$ cat config.mk
export PLATFORM = sky130hd
export DESIGN_NAME = rhpcf_top
export DESIGN_NICKNAME = d
export VERILOG_FILES = /design/src/hw/rhpcf_pkg.sv /design/src/hw/rhpcf_port.sv /design/src/hw/rhpcf_top.sv
export SDC_FILE = /design/constraint.sdc
export NUM_CORES = 1
export LEC_CHECK = 0
export ABC_CLOCK_PERIOD_IN_PS = 3600
export BUFFER_PORTS_ARGS = -buffer_cell sky130_fd_sc_hd__buf_2
export CORE_MARGIN = 3
export CORE_UTILIZATION = 45
export CTS_BUF_LIST = sky130_fd_sc_hd__clkbuf_4 sky130_fd_sc_hd__clkbuf_8
export CTS_CLUSTER_DIAMETER = 80
export CTS_CLUSTER_SIZE = 12
export DETAILED_ROUTE_END_ITERATION = 8
export PLACE_DENSITY = 0.67
export SETUP_SLACK_MARGIN = 0.4
export SLEW_MARGIN = 0
export SYNTH_ARGS = -nofsm -noshare
export SYNTH_HDL_FRONTEND = slang
export SYNTH_SLANG_ARGS = --single-unit
$ cat constraint.sdc
create_clock -name mclk -period 3.6 [get_ports mclk]
set_input_delay 0 -clock mclk [delete_from_list [all_inputs] [get_ports mclk]]
set_output_delay 0 -clock mclk [all_outputs]
set_load 0.05 [all_outputs]
$ cat src/hw/rhpcf_pkg.sv
package rhpcf_pkg;

  // ---------------------------------------------------------------
  // clock and timing
  // ---------------------------------------------------------------
  localparam int unsigned RHPCF_CLK_HZ = 40_000_000;
  localparam int unsigned RHPCF_CYC_PER_MS = RHPCF_CLK_HZ / 1000;
  localparam int unsigned RHPCF_RESET_TIME_MS = 10;
  localparam int unsigned RHPCF_RESYNC_TIME_MS = 3;
  localparam int unsigned RHPCF_RESET_CYCLES =
    RHPCF_RESET_TIME_MS * RHPCF_CYC_PER_MS;
  localparam int unsigned RHPCF_RESYNC_CYCLES =
    RHPCF_RESYNC_TIME_MS * RHPCF_CYC_PER_MS;

  // ---------------------------------------------------------------
  // command codes, port one; port two is one higher
  // ---------------------------------------------------------------
  localparam logic [7:0] RHPCF_RD_CODE_BASE = 8'h15;
  localparam logic [7:0] RHPCF_WR_CODE_BASE = 8'h95;
  localparam int unsigned RHPCF_MAX_PORTS = 2;

  // ---------------------------------------------------------------
  // lower word field positions
  // ---------------------------------------------------------------
  localparam int unsigned RHPCF_ATTACHED_BIT = 0;
  localparam int unsigned RHPCF_ENABLED_BIT = 1;
  localparam int unsigned RHPCF_SLEEP_BIT = 2;
  localparam int unsigned RHPCF_OC_LEVEL_BIT = 3;
  localparam int unsigned RHPCF_RESET_BIT = 4;

  // ---------------------------------------------------------------
  // change flags: upper word bits 16 to 20
  // ---------------------------------------------------------------
  localparam int unsigned RHPCF_FLAG_BASE = 16;
  localparam int unsigned RHPCF_FLAG_W = 5;
  localparam int unsigned RHPCF_F_ATTACH = 0;
  localparam int unsigned RHPCF_F_ENABLE = 1;
  localparam int unsigned RHPCF_F_RESUME = 2;
  localparam int unsigned RHPCF_F_OC = 3;
  localparam int unsigned RHPCF_F_RESET = 4;

  // ---------------------------------------------------------------
  // reset values
  // ---------------------------------------------------------------
  localparam logic [RHPCF_FLAG_W-1:0] RHPCF_FLAGS_RST = 5'h00;
  localparam logic [31:0] RHPCF_WORD_RST = 32'h00000000;

endpackage : rhpcf_pkg

$ cat src/hw/rhpcf_port.sv
`timescale 1ns/1ps
module rhpcf_port
  import rhpcf_pkg::*;
#(
  parameter int unsigned RESET_CYCLES = RHPCF_RESET_CYCLES,
  parameter int unsigned RESYNC_CYCLES = RHPCF_RESYNC_CYCLES
) (
  // clock and reset
  input wire logic mclk,
  input wire logic sys_rst,
  // applied driver write
  input wire logic apply,
  input wire logic [31:0] wbits,
  // port state
  input wire logic per_port_oc,
  input wire logic attached_level,
  input wire logic port_overcurrent_level,
  input wire logic resume_signal_done,
  input wire logic hw_disable_evt,
  // results
  output logic [RHPCF_FLAG_W-1:0] flags,
  output logic reset_drive,
  output logic port_on_pulse,
  output logic sleep_pulse,
  output logic reset_end,
  output logic resume_end
);

  localparam int unsigned RCW = $clog2(RESET_CYCLES + 1);
  localparam int unsigned SCW = $clog2(RESYNC_CYCLES + 1);
  localparam logic [RCW-1:0] RESET_LOAD = RCW'(RESET_CYCLES - 1);
  localparam logic [SCW-1:0] RESYNC_LOAD = SCW'(RESYNC_CYCLES - 1);

  logic [RCW-1:0] reset_cnt, next_reset_cnt;
  logic [SCW-1:0] resync_cnt, next_resync_cnt;
  logic resync_busy, next_resync_busy;
  logic next_reset_drive, next_port_on, next_sleep;
  logic attach_q, oc_q;
  logic [RHPCF_FLAG_W-1:0] next_flags;
  logic set_cmd;

  // ---------------------------------------------------------------
  // port reset signalling and resume resync timers
  // ---------------------------------------------------------------
  always_comb begin
    next_reset_cnt = reset_cnt;
    next_reset_drive = reset_drive;
    reset_end = 1'b0;
    if (reset_drive) begin
      if (reset_cnt == '0) begin
        next_reset_drive = 1'b0;
        reset_end = 1'b1;
      end else begin
        next_reset_cnt = reset_cnt - RCW'(1);
      end
    end else if (apply && wbits[RHPCF_RESET_BIT] && attached_level) begin
      next_reset_drive = 1'b1;
      next_reset_cnt = RESET_LOAD;
    end
    next_resync_cnt = resync_cnt;
    next_resync_busy = resync_busy;
    resume_end = 1'b0;
    if (resync_busy) begin
      if (resync_cnt == '0) begin
        next_resync_busy = 1'b0;
        resume_end = 1'b1;
      end else begin
        next_resync_cnt = resync_cnt - SCW'(1);
      end
    end else if (resume_signal_done) begin
      next_resync_busy = 1'b1;
      next_resync_cnt = RESYNC_LOAD;
    end
    next_port_on = apply && wbits[RHPCF_ENABLED_BIT] && attached_level;
    next_sleep = apply && wbits[RHPCF_SLEEP_BIT] && attached_level;
  end

  // ---------------------------------------------------------------
  // change flags: set wins over a write-one clear
  // ---------------------------------------------------------------
  always_comb begin
    set_cmd = apply && !attached_level && (wbits[RHPCF_RESET_BIT] ||
      wbits[RHPCF_ENABLED_BIT] || wbits[RHPCF_SLEEP_BIT]);
    next_flags = flags;
    if (apply) begin
      for (int i = 0; i < RHPCF_FLAG_W; i++) begin
        if (wbits[RHPCF_FLAG_BASE + i]) begin
          next_flags[i] = 1'b0;
        end
      end
    end
    if (reset_end) begin
      next_flags[RHPCF_F_RESET] = 1'b1;
      next_flags[RHPCF_F_RESUME] = 1'b0;
    end else if (resume_end) begin
      next_flags[RHPCF_F_RESUME] = 1'b1;
    end
    if (per_port_oc && (port_overcurrent_level != oc_q)) begin
      next_flags[RHPCF_F_OC] = 1'b1;
    end
    if (!per_port_oc) begin
      next_flags[RHPCF_F_OC] = 1'b0;
    end
    if (hw_disable_evt) begin
      next_flags[RHPCF_F_ENABLE] = 1'b1;
    end
    if ((attached_level != attach_q) || set_cmd) begin
      next_flags[RHPCF_F_ATTACH] = 1'b1; // see R9
    end
  end

  always_ff @(posedge mclk or posedge sys_rst) begin
    if (sys_rst) begin
      flags <= RHPCF_FLAGS_RST;
      reset_cnt <= '0;
      reset_drive <= 1'b0;
      resync_cnt <= '0;
      resync_busy <= 1'b0;
      port_on_pulse <= 1'b0;
      sleep_pulse <= 1'b0;
      attach_q <= 1'b0;
      oc_q <= 1'b0;
    end else begin
      flags <= next_flags;
      reset_cnt <= next_reset_cnt;
      reset_drive <= next_reset_drive;
      resync_cnt <= next_resync_cnt;
      resync_busy <= next_resync_busy;
      port_on_pulse <= next_port_on;
      sleep_pulse <= next_sleep;
      attach_q <= attached_level;
      oc_q <= port_overcurrent_level;
    end
  end

endmodule : rhpcf_port

$ cat src/hw/rhpcf_top.sv
// Behaviour
// the reset-done flag is set when the 10 ms port reset signalling ends.
// a change flag clears when the driver writes one to it; writing zero leaves it.
// the over-current change flag is set whenever the indicator changes; the code sets it only while per_port_oc is high.
// the over-current change flag means something only per-port.
// the resume-done flag is set after resume pulse, end and 3 ms resync.
// the resume-done flag is cleared when the reset-done flag is set.
// the enable change flag is set when hardware clears the port enable.
// driver writes that change the enable never set the enable flag.
// the attach change flag is set on every attach or detach.
// a reset, enable or sleep write to a detached port sets attach change.
// a status write during a bus transaction waits until it completes.
// ports are read with codes 15h and 16h, written with 95h and 96h.
// the driver writes zero to reserved bits.
// each port keeps its own flags, all zero after reset.
`timescale 1ns/1ps
module rhpcf_top
  import rhpcf_pkg::*;
#(
  parameter int unsigned NPORTS = RHPCF_MAX_PORTS,
  parameter int unsigned RESET_CYCLES = RHPCF_RESET_CYCLES,
  parameter int unsigned RESYNC_CYCLES = RHPCF_RESYNC_CYCLES
) (
  // clock and reset
  input wire logic mclk,
  input wire logic sys_rst,
  // command port
  input wire logic cmd_valid,
  input wire logic [7:0] cmd_code,
  input wire logic [31:0] cmd_wdata,
  output logic [31:0] rd_data,
  output logic rd_valid,
  // bus activity
  input wire logic xact_busy,
  // hub configuration
  input wire logic per_port_oc,
  // port status from the port logic
  input wire logic [NPORTS-1:0] attached_level,
  input wire logic [NPORTS-1:0] port_enabled_level,
  input wire logic [NPORTS-1:0] port_overcurrent_level,
  input wire logic [NPORTS-1:0] resume_signal_done,
  input wire logic [NPORTS-1:0] hw_disable_evt,
  // commands to the port logic
  output logic [NPORTS-1:0] port_reset_drive,
  output logic [NPORTS-1:0] cmd_port_on,
  output logic [NPORTS-1:0] cmd_port_sleep
);

  // ---------------------------------------------------------------
  // parameter checks
  // ---------------------------------------------------------------
  if (NPORTS < 1 || NPORTS > RHPCF_MAX_PORTS) begin : g_bad_ports
    $error("NPORTS must be 1 or 2");
  end
  if (RESET_CYCLES < 1 || RESYNC_CYCLES < 1) begin : g_bad_cycles
    $error("timer cycle counts must be at least one");
  end

  // ---------------------------------------------------------------
  // per-port decode, deferral and flag cells
  // ---------------------------------------------------------------
  logic [NPORTS-1:0] wr_hit;
  logic [NPORTS-1:0] rd_hit;
  logic [NPORTS-1:0] apply;
  logic [NPORTS-1:0] pend_valid;
  logic [NPORTS-1:0] reset_end;
  logic [NPORTS-1:0] resume_end;
  logic [31:0] apply_bits [NPORTS];
  logic [31:0] pend_bits [NPORTS];
  logic [RHPCF_FLAG_W-1:0] flags [NPORTS];

  for (genvar p = 0; p < NPORTS; p++) begin : g_port
    logic next_pend_valid;
    logic [31:0] next_pend_bits;
    logic [31:0] eff_bits;
    logic eff_valid;

    always_comb begin
      wr_hit[p] = cmd_valid &&
        (cmd_code == RHPCF_WR_CODE_BASE + 8'(p));
      rd_hit[p] = cmd_valid &&
        (cmd_code == RHPCF_RD_CODE_BASE + 8'(p));
      eff_valid = wr_hit[p] || pend_valid[p];
      eff_bits = pend_bits[p] | (wr_hit[p] ? cmd_wdata : RHPCF_WORD_RST);
      // writes meeting a busy bus merge into the pending word
      apply[p] = eff_valid && !xact_busy;
      apply_bits[p] = apply[p] ? eff_bits : RHPCF_WORD_RST;
      next_pend_valid = eff_valid && xact_busy;
      next_pend_bits = xact_busy ? eff_bits : RHPCF_WORD_RST;
    end

    always_ff @(posedge mclk or posedge sys_rst) begin
      if (sys_rst) begin
        pend_valid[p] <= 1'b0;
        pend_bits[p] <= RHPCF_WORD_RST;
      end else begin
        pend_valid[p] <= next_pend_valid;
        pend_bits[p] <= next_pend_bits;
      end
    end

    // enable changes from writes only pulse the port logic
    rhpcf_port #(
      .RESET_CYCLES(RESET_CYCLES),
      .RESYNC_CYCLES(RESYNC_CYCLES)
    ) u_port (
      .mclk(mclk),
      .sys_rst(sys_rst),
      .apply(apply[p]),
      .wbits(apply_bits[p]),
      .per_port_oc(per_port_oc),
      .attached_level(attached_level[p]),
      .port_overcurrent_level(port_overcurrent_level[p]),
      .resume_signal_done(resume_signal_done[p]),
      .hw_disable_evt(hw_disable_evt[p]),
      .flags(flags[p]),
      .reset_drive(port_reset_drive[p]),
      .port_on_pulse(cmd_port_on[p]),
      .sleep_pulse(cmd_port_sleep[p]),
      .reset_end(reset_end[p]),
      .resume_end(resume_end[p])
    );

  end

  // ---------------------------------------------------------------
  // read path: one cycle after the read code
  // ---------------------------------------------------------------
  logic [31:0] next_rd_data;
  logic next_rd_valid;

  always_comb begin
    next_rd_data = RHPCF_WORD_RST;
    next_rd_valid = 1'b0;
    for (int p = 0; p < NPORTS; p++) begin
      if (rd_hit[p]) begin
        next_rd_valid = 1'b1;
        next_rd_data[RHPCF_ATTACHED_BIT] = attached_level[p];
        next_rd_data[RHPCF_ENABLED_BIT] = port_enabled_level[p];
        next_rd_data[RHPCF_OC_LEVEL_BIT] =
          per_port_oc && port_overcurrent_level[p];
        next_rd_data[RHPCF_RESET_BIT] = port_reset_drive[p];
        next_rd_data[RHPCF_FLAG_BASE +: RHPCF_FLAG_W] = flags[p];
      end
    end
  end

  always_ff @(posedge mclk or posedge sys_rst) begin
    if (sys_rst) begin
      rd_data <= RHPCF_WORD_RST;
      rd_valid <= 1'b0;
    end else begin
      rd_data <= next_rd_data;
      rd_valid <= next_rd_valid;
    end
  end
endmodule : rhpcf_top

==> impl_metrics.csv <==
group,metric,value,unit
status,status,"completed",
cts,cts_buffers,17,
logic_synthesis,synthCells,663,
layout,multiInputGateArea,3040,um2
logic_synthesis,synth.area.top_cells,"dfrtp_1, buf_4, nor2_1",
floorplanning,io_pins,94,
cts,path_clk_slew,0.07,ns
power_and_ir_drop,p_switching,1.09,mW
timing,fin_crit,2.72,ns
logic_synthesis,synth_flop_cell,"dfrtp_1",
detailed_routing,wirelength,13900,um
worst_setup_path,slowest_stage,"nor4b_1",
timing,fmax,368,MHz
floorplanning,dieArea,15600,um2
cts,cts_hold_buf,25,
power_and_ir_drop,p_per_area,498,nW/um2
worst_setup_path,path_max_fanout,7,
cts,clk_latency,0.42,ns
timing,final_max_slew_viol_count,0,
cts,cts_resized,0,
logic_synthesis,synth_top_area_share,47.9,%
logic_synthesis,synthArstFlopShare,100,%
timing,relSlewSlack,23.9,%
layout,area_growth_syn_to_layout,14.8,%
floorplanning,dieHeight,125,um
layout,antennaDiodeCount,0,
detailed_routing,routedWlPerCell,15.2,um
timing,tns,0,ns
power_and_ir_drop,ir_drop,0.352,mV
flow_run,max_cap_violations,0,
layout,drive_above_1_share,14.3,%
floorplanning,rows,42,
cts,cts.path.max_buffers,2,
floorplanning,core,13600,um2
power_and_ir_drop,p_comb_share,17.0,%
detailed_routing,route.detailed.drc,0,
worst_setup_path,crit_type,"flop to flop",
timing,hold_viol,0,
placed_design,dpl.hpwl,9340,um
logic_synthesis,syn_area_per_cell,9.62,um2
timing,worst_pin_slew,1.13,ns
detailed_routing,viasPerCell,5.63,
timing,clock_skew,0.00782,ns
layout,num-nets-final,789,
placed_design,port_buffers,46,
timing,rsz0062_at_grt,"no",
detailed_routing,drtIter0Drc,369,
power_and_ir_drop,power.leakage,2.99,nW
cts,clock_sinks,122,
worst_setup_path,r2r_slack,0.88,ns
logic_synthesis,yosys-top-cells-count,"dfrtp_1, nor2_1, nand2_1, a21oi_1, o21ai_0",
worst_setup_path,cpPeakStageDelay,0.96,ns
worst_setup_path,cp-start-kind,"flop",
logic_synthesis,synth_cell_types,70,
detailed_routing,vias,5165,
power_and_ir_drop,switching_share,29.9,%
global_route,grt_overflow,0,
timing,period_share,75.4,%
worst_setup_path,cp.arrival,3.00,ns
logic_synthesis,synth_area_leader_cell,"dfrtp_1",
layout,seq_area,3050,um2
logic_synthesis,synth.ff_latch_count,122,
logic_synthesis,synth_edf_count,0,
worst_setup_path,end_kind,"flop",
cts,post-cts-setup-buffers,0,
logic_synthesis,seq_area_frac_synth,47.9,%
cts,cts_max_level,4,
power_and_ir_drop,p_clk_share,35.1,%
layout,postLayoutCoreUtil,54.0,%
global_route,gr-usage-all-layers,18.6,%
detailed_routing,firstDrtPassIters,5,
logic_synthesis,yosys_warnings,0,
hold_path,hold_class,"input port to flop",
floorplanning,start_util,47.0,%
worst_setup_path,worstPathCellList,"or4_4 -> nor4b_1 -> a2111oi_0 -> xnor2_1 -> nor2_1",
global_route,antenna_found_initial,0,
power_and_ir_drop,pwr-share-seq,47.9,%
logic_synthesis,synthesis.area,6380,um2
global_route,grt_pass1_wl,24100,um
timing,setup_viol,0,
power_and_ir_drop,intPower,2.56,mW
detailed_routing,ant_nets,0,
cts,root_buffer,"clkbuf_8",
floorplanning,die_w,125,um
logic_synthesis,yosysMostFrequentCell,"dfrtp_1",
placed_design,gp_congestion,0.844,
global_route,grt_pass1_vias,4938,
global_route,grt_max_degree,65,
worst_setup_path,cp.required,3.89,ns
layout,nFillCells,1231,
cts,cts_tree,"done",
==> path summary, 6_finish.rpt <==
check,cells after the start,to,from
max,5,g_port[0].u_port.resync_cnt[9],g_port[0].u_port.resync_cnt[8]
max reg2reg,5,g_port[0].u_port.resync_cnt[9],g_port[0].u_port.resync_cnt[8]
min,3,rd_valid,cmd_code[0]
min reg2reg,1,g_port[1].u_port.resync_cnt[8],g_port[1].u_port.resync_cnt[8]
min in group asynchronous,4,rd_data[17],sys_rst
max in group asynchronous,4,g_port[1].u_port.reset_cnt[10],sys_rst
==> layout make-up <==
class                           instances  share of cell area (%)
Tap cell                              176                    3.01
Clock inverter                         11                    1.97
Clock buffer                           21                    3.86
Multi-Input combinational cell        497                    41.6
Inverter                               14                   0.769
Timing Repair Buffer                   76                    7.08
Sequential cell                       122                    41.7
==> flip-flops by register name (all words and copies together) (netlist names) <==
signal	cells
g_port.u_port.sleep_pulse	2
g_port.u_port.reset_drive	2
g_port.u_port.resync_busy	2
g_port.u_port.attach_q	2
g_port.u_port.reset_cnt	38
pend_valid	2
rd_data	9
g_port.u_port.resync_cnt	34
pend_bits	16
g_port.u_port.port_on_pulse	2
rd_valid	1
g_port.u_port.flags	10
g_port.u_port.oc_q	2
==> per-stage QoR <==
| step | setup WS (ns) | cell area (um2) | std cells | power, mW | hold WS [ns] |
|---|---|---|---|---|---|
| 2_1_floorplan | 1.33 | 6460 | 685 | 2.22 | 0.0314 |
| 3_3_place_gp | 1.06 | 6640 | 860 | 2.33 | 0.147 |
| 3_5_place_dp | 0.977 | 6640 | 860 | 2.37 | 0.153 |
| 4_1_cts | 0.946 | 7320 | 917 | 3.69 | 0.0191 |
| 5_1_grt | 0.736 | 7320 | 917 | 3.87 | 0.0329 |
| 6_report | 0.884 | 7320 | 917 | 3.65 | 0.0431 |
==> power groups by stage <==
stage	clock (mW)	combinational (mW)	sequential [mW]
5_1_grt	1.39	0.707	1.78
2_1_floorplan	0	0.506	1.72
3_3_place_gp	0	0.580	1.75
3_5_place_dp	0	0.605	1.76
6_report	1.28	0.621	1.75
4_1_cts	1.32	0.624	1.74
==> cell families (layout without fill, tap and decap cells) <==
family | count (synthesis) | after routing | synth area share (%)
xor gates and xnor gates | 27 | 27 | 3.71
and+or+nand+nor | 275 | 275 | 23.6
DFF | 122 | 122 | 47.9
AOI/OAI and AO/OA | 156 | 156 | 16.3
buffers and inverters | 66 | 122 | 5.67
muxes | 10 | 10 | 1.61
adders and majority gates | 6 | 6 | 1.18
other | 1 | 23 | 0.0588
==> metal layers <==
layer,vias to the layer above,track usage [%],routed length (um)
met3,13,4.90,586
met4,0,5.99,183
met2,118,28.8,6580
met5,-,0,0
met1,2524,25.6,6570
li1,2510,-,-
==> cell usage in the layout, fill, tap and decap left out, types with 5 or more instances in the layout <==
| cell type | instances |
|---|---|
| ha_1 | 6 |
| xnor2_1 | 21 |
| clkbuf_8 | 20 |
| nand2_1 | 49 |
| or2_2 | 5 |
| nor2b_1 | 21 |
| or3_1 | 10 |
| nand4_1 | 13 |
| a2111oi_0 | 6 |
| a31oi_1 | 9 |
| nor4_1 | 22 |
| nor3_1 | 23 |
| buf_2 | 46 |
| and2_1 | 9 |
| o211ai_1 | 5 |
| o21ai_0 | 36 |
| nand2b_1 | 15 |
| nor2_1 | 57 |
| a22o_1 | 8 |
| mux2i_1 | 8 |
| o311ai_0 | 5 |
| conb_1 | 23 |
| xor2_1 | 6 |
| dfrtp_1 | 122 |
| inv_1 | 13 |
| dlygate4sd3_1 | 25 |
| nor4b_1 | 7 |
| a21oi_1 | 41 |
| o21a_1 | 7 |
| buf_4 | 5 |
| nand3_1 | 14 |
==> critical path: cells and delay by family, from the launching register on <==
kind             cells  cell delay (ns)
AO/OA/AOI/OAI        1             0.33
XOR/XNOR             1             0.23
flip-flops           1             0.43
AND/OR/NAND/NOR      3             1.60
No activity file was read; power rests on OpenSTA's default activity.
